`config.mk`:
```
export PLATFORM = sky130hd
export DESIGN_NAME = ffmd_detect
export DESIGN_NICKNAME = d
export VERILOG_FILES = /design/src/verilog/ffmd_pkg.sv /design/src/verilog/ffmd_detect.sv
export SDC_FILE = /design/constraint.sdc
export NUM_CORES = 1
export LEC_CHECK = 0
export ABC_CLOCK_PERIOD_IN_PS = 11110
export BUFFER_PORTS_ARGS = -buffer_cell sky130_fd_sc_hd__buf_4
export CORE_MARGIN = 3
export CORE_UTILIZATION = 43
export DETAILED_ROUTE_END_ITERATION = 8
export SYNTH_ARGS = -nofsm -noshare
export SYNTH_HDL_FRONTEND = slang
export SYNTH_SLANG_ARGS = --single-unit
```
`constraint.sdc`:
```
create_clock -name hclk -period 11.11 [get_ports hclk]
set_input_delay 0.5555 -clock hclk [delete_from_list [all_inputs] [get_ports hclk]]
set_output_delay 0.5555 -clock hclk [all_outputs]
set_load 0.005 [all_outputs]
```
`src/verilog/ffmd_pkg.sv`:
```
/*
  Package for the freefall/motion detector: register indices, field
  positions, reset values and the sample widths shared by the design.
  Assumes a 32-bit AHB-Lite slave with one register per aligned word.
*/
`default_nettype none
package ffmd_pkg;
  // register indices; byte address is four times the index
  localparam logic [7:0] IDX_CFG      = 8'h15;
  localparam logic [7:0] IDX_SRC      = 8'h16;
  localparam logic [7:0] IDX_THS      = 8'h17;
  localparam logic [7:0] IDX_COUNT    = 8'h18;
  localparam logic [7:0] IDX_THX_HIGH = 8'h73;
  localparam logic [7:0] IDX_THX_LOW  = 8'h74;
  localparam logic [7:0] IDX_THY_HIGH = 8'h75;
  localparam logic [7:0] IDX_THY_LOW  = 8'h76;
  localparam logic [7:0] IDX_THZ_HIGH = 8'h77;
  localparam logic [7:0] IDX_THZ_LOW  = 8'h78;
  localparam logic [7:0] IDX_IRQ_EN   = 8'h20;
  localparam logic [7:0] IDX_IRQ_ROUTE = 8'h21;
  localparam int          ADDR_IDX_LSB = 2;

  // configuration fields
  localparam int CFG_LATCH  = 7;
  localparam int CFG_OR_SEL = 6;
  localparam int CFG_Z_EN   = 5;
  localparam int CFG_Y_EN   = 4;
  localparam int CFG_X_EN   = 3;
  // common threshold fields
  localparam int THS_DBC_MODE = 7;
  // per-axis high register fields
  localparam int THX_XYZ_EN   = 7;
  localparam int THY_TRANS_EN = 7;
  // source register fields
  localparam int SRC_EA       = 7;
  // interrupt enable and route bit position
  localparam int IRQ_FFM_BIT  = 2;

  localparam logic [7:0]  REG_RESET  = 8'h00;
  localparam logic [31:0] WORD_ZERO  = 32'h0000_0000;
  localparam int          SAMPLE_W   = 14;
  localparam int          AXIS_THR_W = 13;
  localparam int          CNT_W      = 8;
endpackage : ffmd_pkg
`default_nettype wire

```
`src/verilog/ffmd_detect.sv`:
```
/*
  Freefall/motion detector with AHB-Lite register slave.
  Assumes acceleration samples and their valid strobe come from logic on hclk,
  one strobe per new output sample; hready is the single slave's hreadyout.
*/
// Chosen here: the AHB-Lite slave port.
`timescale 1ns/1ps
`default_nettype none
module ffmd_detect (
  // clock and reset
  input  wire logic                             hclk,
  input  wire logic                             hresetn,
  // ahb-lite slave
  input  wire logic                             hsel,
  input  wire logic [31:0]                      haddr,
  input  wire logic [1:0]                       htrans,
  input  wire logic                             hwrite,
  input  wire logic [2:0]                       hsize,
  input  wire logic [31:0]                      hwdata,
  input  wire logic                             hready,
  output logic      [31:0]                      hrdata,
  output logic                                  hreadyout,
  output logic                                  hresp,
  // acceleration samples
  input  wire logic                             sample_valid,
  input  wire logic signed [ffmd_pkg::SAMPLE_W-1:0] accel_x,
  input  wire logic signed [ffmd_pkg::SAMPLE_W-1:0] accel_y,
  input  wire logic signed [ffmd_pkg::SAMPLE_W-1:0] accel_z,
  // status and interrupts
  output logic                                  event_active,
  output logic                                  irq_int1,
  output logic                                  irq_int2
);

  typedef struct packed {
    logic [7:0]  cfg;
    logic [7:0]  ths;
    logic [7:0]  count;
    logic [7:0]  thx_h;
    logic [7:0]  thx_l;
    logic [7:0]  thy_h;
    logic [7:0]  thy_l;
    logic [7:0]  thz_h;
    logic [7:0]  thz_l;
    logic [7:0]  irq_en;
    logic [7:0]  irq_route;
    logic        ea;
    logic [5:0]  flags;
    logic [ffmd_pkg::CNT_W-1:0] dbc;
    logic        rd_pend;
    logic        wr_pend;
    logic [7:0]  idx;
    logic [31:0] hrdata;
    logic        hreadyout;
    logic        hresp;
    logic        int1;
    logic        int2;
  } ffmd_state_t;

  ffmd_state_t st_ff;
  ffmd_state_t nxt_st;

  // absolute value of a signed sample; fits since the result is unsigned
  function automatic logic [ffmd_pkg::SAMPLE_W-1:0] mag_of(
    input logic signed [ffmd_pkg::SAMPLE_W-1:0] s);
    mag_of = s[ffmd_pkg::SAMPLE_W-1] ? ffmd_pkg::SAMPLE_W'(-s) : s;
  endfunction : mag_of

  // select axis threshold: common 7-bit or own 13-bit
  function automatic logic [ffmd_pkg::SAMPLE_W-1:0] thr_of(
    input logic xyz_en, input logic [7:0] ths, input logic [7:0] hi,
    input logic [7:0] lo);
    if (xyz_en)
      thr_of = ffmd_pkg::SAMPLE_W'({hi[6:0], lo[7:2]});
    else
      thr_of = ffmd_pkg::SAMPLE_W'(ths[6:0]);
  endfunction : thr_of

  function automatic logic [31:0] rd_mux(input ffmd_state_t s);
    logic [7:0] v;
    v = ffmd_pkg::REG_RESET;
    case (s.idx)
      ffmd_pkg::IDX_CFG:       v = s.cfg;
      ffmd_pkg::IDX_SRC:       v = {s.ea, 1'b0, s.flags};
      ffmd_pkg::IDX_THS:       v = s.ths;
      ffmd_pkg::IDX_COUNT:     v = s.count;
      ffmd_pkg::IDX_THX_HIGH:  v = s.thx_h;
      ffmd_pkg::IDX_THX_LOW:   v = s.thx_l;
      ffmd_pkg::IDX_THY_HIGH:  v = s.thy_h;
      ffmd_pkg::IDX_THY_LOW:   v = s.thy_l;
      ffmd_pkg::IDX_THZ_HIGH:  v = s.thz_h;
      ffmd_pkg::IDX_THZ_LOW:   v = s.thz_l;
      ffmd_pkg::IDX_IRQ_EN:    v = s.irq_en;
      ffmd_pkg::IDX_IRQ_ROUTE: v = s.irq_route;
      default:                 v = ffmd_pkg::REG_RESET;
    endcase
    rd_mux = {24'h00_0000, v};
  endfunction : rd_mux

  logic                          xyz_en;
  logic                          or_sel;
  logic                          latch_en;
  logic                          dbc_clear_mode;
  logic [2:0]                    axis_en;
  logic [ffmd_pkg::SAMPLE_W-1:0] thr [3];
  logic [ffmd_pkg::SAMPLE_W-1:0] mag [3];
  logic [2:0]                    neg;
  logic [2:0]                    below;
  logic [2:0]                    above;
  logic [2:0]                    hit;
  logic                          cond;
  logic [5:0]                    flags_live;
  logic [ffmd_pkg::CNT_W-1:0]    dbc_step;
  logic                          ea_live;
  logic                          addr_ok;
  logic                          rd_clr;

  assign xyz_en         = st_ff.thx_h[ffmd_pkg::THX_XYZ_EN];
  assign or_sel         = st_ff.cfg[ffmd_pkg::CFG_OR_SEL];
  assign latch_en       = st_ff.cfg[ffmd_pkg::CFG_LATCH];
  assign dbc_clear_mode = st_ff.ths[ffmd_pkg::THS_DBC_MODE];
  assign axis_en        = {st_ff.cfg[ffmd_pkg::CFG_Z_EN], st_ff.cfg[ffmd_pkg::CFG_Y_EN],
                           st_ff.cfg[ffmd_pkg::CFG_X_EN]};

  always_comb begin
    thr[0] = thr_of(xyz_en, st_ff.ths, st_ff.thx_h, st_ff.thx_l);
    thr[1] = thr_of(xyz_en, st_ff.ths, st_ff.thy_h, st_ff.thy_l);
    thr[2] = thr_of(xyz_en, st_ff.ths, st_ff.thz_h, st_ff.thz_l);
    mag[0] = mag_of(accel_x);
    mag[1] = mag_of(accel_y);
    mag[2] = mag_of(accel_z);
    neg    = {accel_z[ffmd_pkg::SAMPLE_W-1], accel_y[ffmd_pkg::SAMPLE_W-1],
              accel_x[ffmd_pkg::SAMPLE_W-1]};
    for (int i = 0; i < 3; i++) begin
      below[i] = mag[i] < thr[i];
      above[i] = mag[i] > thr[i];
      hit[i]   = axis_en[i] & (or_sel ? above[i] : below[i]);
    end
    // no enabled axis means no event in either mode
    if (or_sel)
      cond = |hit;
    else
      cond = (axis_en != 3'b000) && (&(~axis_en | below));
    flags_live = {hit[2], neg[2], hit[1], neg[1], hit[0], neg[0]};
  end

  // debounce step is the same whichever threshold source is active
  always_comb begin
    if (cond) begin
      if (st_ff.dbc < st_ff.count)
        dbc_step = st_ff.dbc + ffmd_pkg::CNT_W'(1);
      else
        dbc_step = ffmd_pkg::CNT_W'(st_ff.count);
    end else if (dbc_clear_mode) begin
      dbc_step = '0;
    end else if (st_ff.dbc != '0) begin
      dbc_step = st_ff.dbc - ffmd_pkg::CNT_W'(1);
    end else begin
      dbc_step = '0;
    end
    ea_live = (dbc_step == st_ff.count) && (cond || (st_ff.count != '0));
  end

  assign addr_ok = hsel && htrans[1] && hready;
  assign rd_clr  = st_ff.rd_pend && (st_ff.idx == ffmd_pkg::IDX_SRC) && latch_en;

  always_comb begin
    nxt_st           = st_ff;
    nxt_st.hresp     = 1'b0;
    nxt_st.hreadyout = 1'b1;
    nxt_st.wr_pend   = 1'b0;
    nxt_st.rd_pend   = 1'b0;
    // address phase: reads take one wait state so data comes from a flop
    if (addr_ok) begin
      nxt_st.idx     = haddr[ffmd_pkg::ADDR_IDX_LSB +: 8];
      nxt_st.wr_pend = hwrite;
      nxt_st.rd_pend = !hwrite;
      if (!hwrite)
        nxt_st.hreadyout = 1'b0;
    end
    if (st_ff.rd_pend)
      nxt_st.hrdata = rd_mux(st_ff);
    if (st_ff.wr_pend) begin
      case (st_ff.idx)
        ffmd_pkg::IDX_CFG:       nxt_st.cfg       = hwdata[7:0];
        ffmd_pkg::IDX_THS:       nxt_st.ths       = hwdata[7:0];
        ffmd_pkg::IDX_COUNT:     nxt_st.count     = hwdata[7:0];
        ffmd_pkg::IDX_THX_HIGH:  nxt_st.thx_h     = hwdata[7:0];
        ffmd_pkg::IDX_THX_LOW:   nxt_st.thx_l     = hwdata[7:0];
        ffmd_pkg::IDX_THY_HIGH:  nxt_st.thy_h     = hwdata[7:0];
        ffmd_pkg::IDX_THY_LOW:   nxt_st.thy_l     = hwdata[7:0];
        ffmd_pkg::IDX_THZ_HIGH:  nxt_st.thz_h     = hwdata[7:0];
        ffmd_pkg::IDX_THZ_LOW:   nxt_st.thz_l     = hwdata[7:0];
        ffmd_pkg::IDX_IRQ_EN:    nxt_st.irq_en    = hwdata[7:0];
        ffmd_pkg::IDX_IRQ_ROUTE: nxt_st.irq_route = hwdata[7:0];
        default:                 nxt_st.cfg       = st_ff.cfg;
      endcase
    end
    // read clear first so a same-cycle set wins
    if (rd_clr) begin
      nxt_st.ea    = 1'b0;
      nxt_st.flags = '0;
    end
    if (sample_valid) begin
      nxt_st.dbc = dbc_step;
      if (latch_en) begin
        if (ea_live)
          nxt_st.ea = 1'b1;
        if (!(st_ff.ea && !rd_clr))
          nxt_st.flags = flags_live;
      end else begin
        nxt_st.ea    = ea_live;
        nxt_st.flags = flags_live;
      end
    end
    nxt_st.int1 = nxt_st.ea && st_ff.irq_en[ffmd_pkg::IRQ_FFM_BIT]
                  && st_ff.irq_route[ffmd_pkg::IRQ_FFM_BIT];
    nxt_st.int2 = nxt_st.ea && st_ff.irq_en[ffmd_pkg::IRQ_FFM_BIT]
                  && !st_ff.irq_route[ffmd_pkg::IRQ_FFM_BIT];
  end

  always_ff @(posedge hclk or negedge hresetn) begin
    if (!hresetn) begin
      st_ff           <= '0;
      st_ff.hreadyout <= 1'b1;
    end else begin
      st_ff <= nxt_st;
    end
  end

  assign hrdata       = st_ff.hrdata;
  assign hreadyout    = st_ff.hreadyout;
  assign hresp        = st_ff.hresp;
  assign event_active = st_ff.ea;
  assign irq_int1     = st_ff.int1;
  assign irq_int2     = st_ff.int2;
endmodule : ffmd_detect
`default_nettype wire

```
## Word-level counts from Yosys, hierarchy flattened

Cells that the tools add are included.

| operators by class | value |
|---|---|
| add/sub/neg operators | 5 |
| $lt $le $gt $ge | 7 |
| eq/ne operators | 13 |
| mux-type cells | 23 |
| bitwise operators | 5 |
| reductions and logical operators | 30 |

Operators by type and width:

| operator | number |
|---|---|
| 8-bit case mux with 12 select lines | 1 |
| 8-bit by 7-bit == test with 1-bit output (second input constant) | 6 |
| 14-bit > comparator | 3 |
| 14-bit < comparator | 3 |
| 14-bit two-way mux | 3 |
| 14-bit negator | 3 |
| 13-bit two-way mux | 3 |
| 8-bit by 5-bit == test with 1-bit output (second input constant) | 4 |
| 8-bit two-way mux | 4 |
| 2-bit AND reduction | 11 |
| 8-bit by 6-bit == test with 1-bit output (second input constant) | 2 |
| 8-bit nonzero test | 2 |
| 15-bit two-way mux | 1 |
| 7-bit two-way mux | 2 |
| 1-bit logical AND | 10 |
| 10-bit two-way mux | 1 |
| 8-bit by 1-bit adder with 8-bit output (second input constant) | 1 |
| 8-bit == test | 1 |
| 8-bit < comparator | 1 |
| 8-bit by 1-bit subtractor with 8-bit output (second input constant) | 1 |
| 1-bit two-way mux | 7 |
| 6-bit two-way mux | 1 |
| 1-bit bitwise AND | 3 |
| 1-bit logical NOT | 3 |
| other kinds (6) | 6 |

| storage, ports and cells | value |
|---|---|
| register bits after elaboration | 124 |
| bits of input ports | 117 |
| output and inout port bits | 37 |
| logic and storage cells | 104 |

## Logic depth before layout (Yosys ltp)

| depth | value |
|---|---|
| depth after elaboration | 15 |
| mapped depth | 17 |
| depth with buffers taken out | 16 |

## Least setup slack after synthesis

OpenSTA, ideal clock, no wires.

| path | value |
|---|---|
| kind | input -> register |
| start | input accel_x[9] in the netlist's numbering |
| end | register st_ff (netlist bit irq_int2) |
| setup time | 0.095 ns |
| data arrival time | 3.971 ns |
| data required time | 11.015 ns |
| path slack | 7.043 ns |
| stages | 16 |
| buffers on the path | 1 |
| path through | or4_1 > or3_1 > o21ai_0 > xnor2_1 > ha_1 > nand4_1 > or3_1 > a21oi_1 > or4_1 > o21ai_0 > o21ai_0 > or2_4 > buf_6 > a21oi_4 > a31oi_2 > nor4b_2 |

RTL lines:

| element | RTL line | source |
|---|---|---|
| start, declared | ffmd_detect.sv:26 | `input wire logic signed [ffmd_pkg::SAMPLE_W-1:0] accel_x,` |
| end signal, assigned | ffmd_detect.sv:227 | `st_ff <= nxt_st;` |
| end, declared | ffmd_detect.sv:60 | `ffmd_state_t st_ff;` |

==> results_dict.tcl <==
set metrics [dict create \
    hold_buffers 0 \
    power_frac_comb_pct 27.2 \
    start_util_pct 44.3 \
    max_stage_delay_ns 0.59 \
    yosysTopAreaCell "dfrtp_1" \
    peakVddDrop_uv 105 \
    critPathSlowestCell "o21ai_0" \
    core_sq_mm 0.0189 \
    worst_pin_slew_ns 1.02 \
    power_density_mw_per_mm2 154 \
    power_switching_mw 0.489 \
    wire_per_inst_um 19.0 \
    cts_resized 0 \
    worst_ep_arrival_time_ns 4.89 \
    finalSetupViolCount 0 \
    root_buffer "clkbuf_16" \
    fmax_ghz 0.218 \
    clockBufferDepth 2 \
    fillers 1816 \
    dp_hpwl_mm 17.1 \
    cp_max_fo 12 \
    p_leak_nw 4.10 \
    fin_crit_ns 4.58 \
    grt_pass1_vias 6599 \
    cp-end-kind "flop" \
    hold_class "primary input to async pin" \
    status "complete, no violations" \
    drtIter0Drc 576 \
    post-cts-setup-buffer-count 0 \
    fin_cells 1193 \
    area_delta_synth_final_pct 14.5 \
    path_class "primary input to flop" \
    p_clk_share_pct 34.9 \
    worstPathCellList "buf_4 -> or4_1 -> or3_1 -> o21ai_0 -> xnor2_1 -> ha_1 -> nand4_1 -> or3_1 -> a21oi_1 -> or4_1 -> o21ai_0 -> o21ai_0 -> or2_4 -> mux2i_1 -> o32ai_2 -> nor4b_2" \
    layout_worst_path_cycle_share_pct 41.2 \
    grt_max_degree 81 \
    numPortBuffers 76 \
    yosysWarningCount 0 \
    cp_num_buf_inv 1 \
    final_nets 1088 \
    start_kind "primary input" \
    synthArstFlopShare_pct 100 \
    grt_pass1_wl_mm 36.4 \
    synth_area_leaders "dfrtp_1, mux2_2, ha_1, xnor2_1, nand2_1" \
    yosysTopAreaCellShare_pct 36.8 \
    grt_use_total_pct 21.5 \
    slew_viol_final 0 \
    cts_tree "done" \
    worstPathRequired_ns 11.43 \
    clkTransAtPathRegs_ns 0.06 \
    drv_cap 0 \
    drive_above_1_share_pct 24.7 \
    mostFrequentLayoutCell "dfrtp_1" \
    slew-limit-headroom_pct 32.1 \
    tns_ns 0 \
    dp_cells 1160 \
    synth-edff-count 0 \
    p_seq_share_pct 37.9 \
    routed_wl_mm 22.6 \
    antenna_found_initial 0 \
    grt-ovfl-total 0 \
    layout_common_cells "dfrtp_1, mux2_2, nand2_1, buf_4, ha_1" \
    htreeDepth 4 \
    clock_skew_ns 0.0106 \
    stdcell_area_sq_mm 0.00958 \
    synthFlopType "dfrtp_1" \
    numCtsBuffers 17 \
    clock_latency_ns 0.43 \
    io_pins 154 \
    fp-row-count 50 \
    synth_area_sq_mm 0.00837 \
    syn_inst 857 \
    fp.dieH_um 145 \
    synth_cell_type_count 63 \
    yosysSeqAreaShare_pct 37.1 \
    dpl_cell_area_sq_mm 0.00903 \
    intPower_mw 0.986 \
    vias 6814 \
    cp_top_family "simple AND/OR/NAND/NOR gates" \
    numClockSinks 124 \
    cpMostUsedCell "o21ai_0" \
    first_pass_iters 6 \
    drc 0 \
    ys_ff_latch 124 \
    die-width_um 145 \
    synth.avg_cell_area_sq_um 9.76 \
    globalplace.congestion 0.877 \
    dieArea_sq_mm 0.0212 \
    rsz0062_at_grt "false" \
    vias_per_cell 5.71 \
    swShare_pct 33.1 \
    ant_nets 0 \
    hold_viol 0 \
]
[final timing paths]
| check | start | end | slack (ns) | depth (start not counted) |
|---|---|---|---|---|
| setup / recovery | accel_x[9] | irq_int2$_DFF_PN0_ | 6.53 | 16 |
| hold / removal | hresetn | st_ff[137]$_DFFE_PN0P_ | 0.15 | 1 |
| setup reg to reg | st_ff[124]$_DFFE_PN0P_ | irq_int2$_DFF_PN0_ | 6.69 | 14 |
| hold reg to reg | st_ff[59]$_DFF_PN0_ | st_ff[59]$_DFF_PN0_ | 0.49 | 2 |
| max in group asynchronous | hresetn | st_ff[93]$_DFFE_PN0P_ | 9.52 | 2 |
| min in group hclk | haddr[2] | st_ff[36]$_DFFE_PN0P_ | 0.36 | 2 |
[layout make-up]
class / instances / area [sq um] / area share, %
Tap cell: 260 / 325 / 3.40
Sequential cell: 124 / 3100 / 32.4
Clock buffer: 18 / 429 / 4.48
Clock inverter: 14 / 120 / 1.25
Timing Repair Buffer: 83 / 623 / 6.50
Inverter: 32 / 120 / 1.25
Antenna cell: 1 / 2.50 / 0.0261
Multi-Input combinational cell: 661 / 4860 / 50.7
[worst register-to-register path: stages (launching register included)]
cell     delay (ns)
dfrtp_1        0.60
buf_4          0.44
nor2b_1        0.17
a21oi_1        0.27
ha_1           0.17
nand3_1        0.10
or3_1          0.41
a21oi_1        0.14
or4_1          0.17
o21ai_0        0.13
o21ai_0        0.59
or2_4          0.38
mux2i_1        0.35
o32ai_2        0.15
nor4b_2        0.25
[per-layer routing]
metal	track usage [%]	wire, um	vias to the layer above	share of wire, %
li1	-	-	3222	-
met1	29.6	10300	3361	46
met4	7.50	505	0	2.2
met2	34.0	10600	203	47
met5	0	0	-	0
met3	4.33	1240	28	5.5
[Yosys cell counts (all sizes together), types with 2 or more instances]
library cell and number:
nand2 86, a222oi 14, o22ai 11, o21ai 26, clkbuf 28, o211ai 6, o41ai 4, or3 6
nor2 51, nand4 8, nor4b 3, xnor2 48, a21o 2, xor2 5, nand3 23, a221oi 8
and3 12, a21oi 51, a21boi 2, o31ai 14, ha 52, buf 36, mux2i 8, inv 32
nand2b 9, nand3b 5, or4 4, nor4 10, a31oi 3, mux2 98, nor2b 12, a32o 2
o21a 4, a211oi 4, dfrtp 123, a22oi 18, nor3 13, or2 2
[state kept, by name, indices dropped and copies added, names as in the netlist]
name,count
st_ff,106
hrdata,8
axis_en,3
dbc_clear_mode,1
event_active,1
hreadyout,1
irq_int1,1
irq_int2,1
latch_en,1
or_sel,1
[power groups by stage]
stage | sequential, mW | combinational [mW] | clock, mW
final | 0.559 | 0.401 | 0.515
after global routing | 0.566 | 0.452 | 0.541
after CTS | 0.558 | 0.402 | 0.521
after detailed placement | 0.566 | 0.400 | 0
after global placement | 0.565 | 0.395 | 0
after floorplan | 0.530 | 0.323 | 0
[cell families after synthesis]
| group | count (synthesis) | share of synthesized area, % |
|---|---|---|
| AND/OR/NAND/NOR | 246 | 14.6 |
| AO/OA/AOI/OAI | 178 | 14.6 |
| flip-flops | 124 | 37.1 |
| multiplexers | 106 | 14.1 |
| buffers and inverters | 96 | 5.94 |
| XOR/XNOR | 54 | 5.82 |
| adder cells (fa/ha/maj) | 52 | 7.78 |
| other | 1 | 0.0448 |
[through the flow]
step / power, mW / setup WS, ns / hold WS [ns] / util [%]
6_report: 1.48 / 6.53 / 0.147 / 50.7
5_1_grt: 1.56 / 6.28 / 0.192 / 50.7
4_1_cts: 1.48 / 6.52 / 0.160 / 50.7
3_5_place_dp: 0.966 / 6.09 / 0.485 / 47.8
3_3_place_gp: 0.960 / 6.13 / 0.487 / 47.8
2_1_floorplan: 0.853 / 7.04 / 0.260 / -
(Power assumes the default switching activity.)
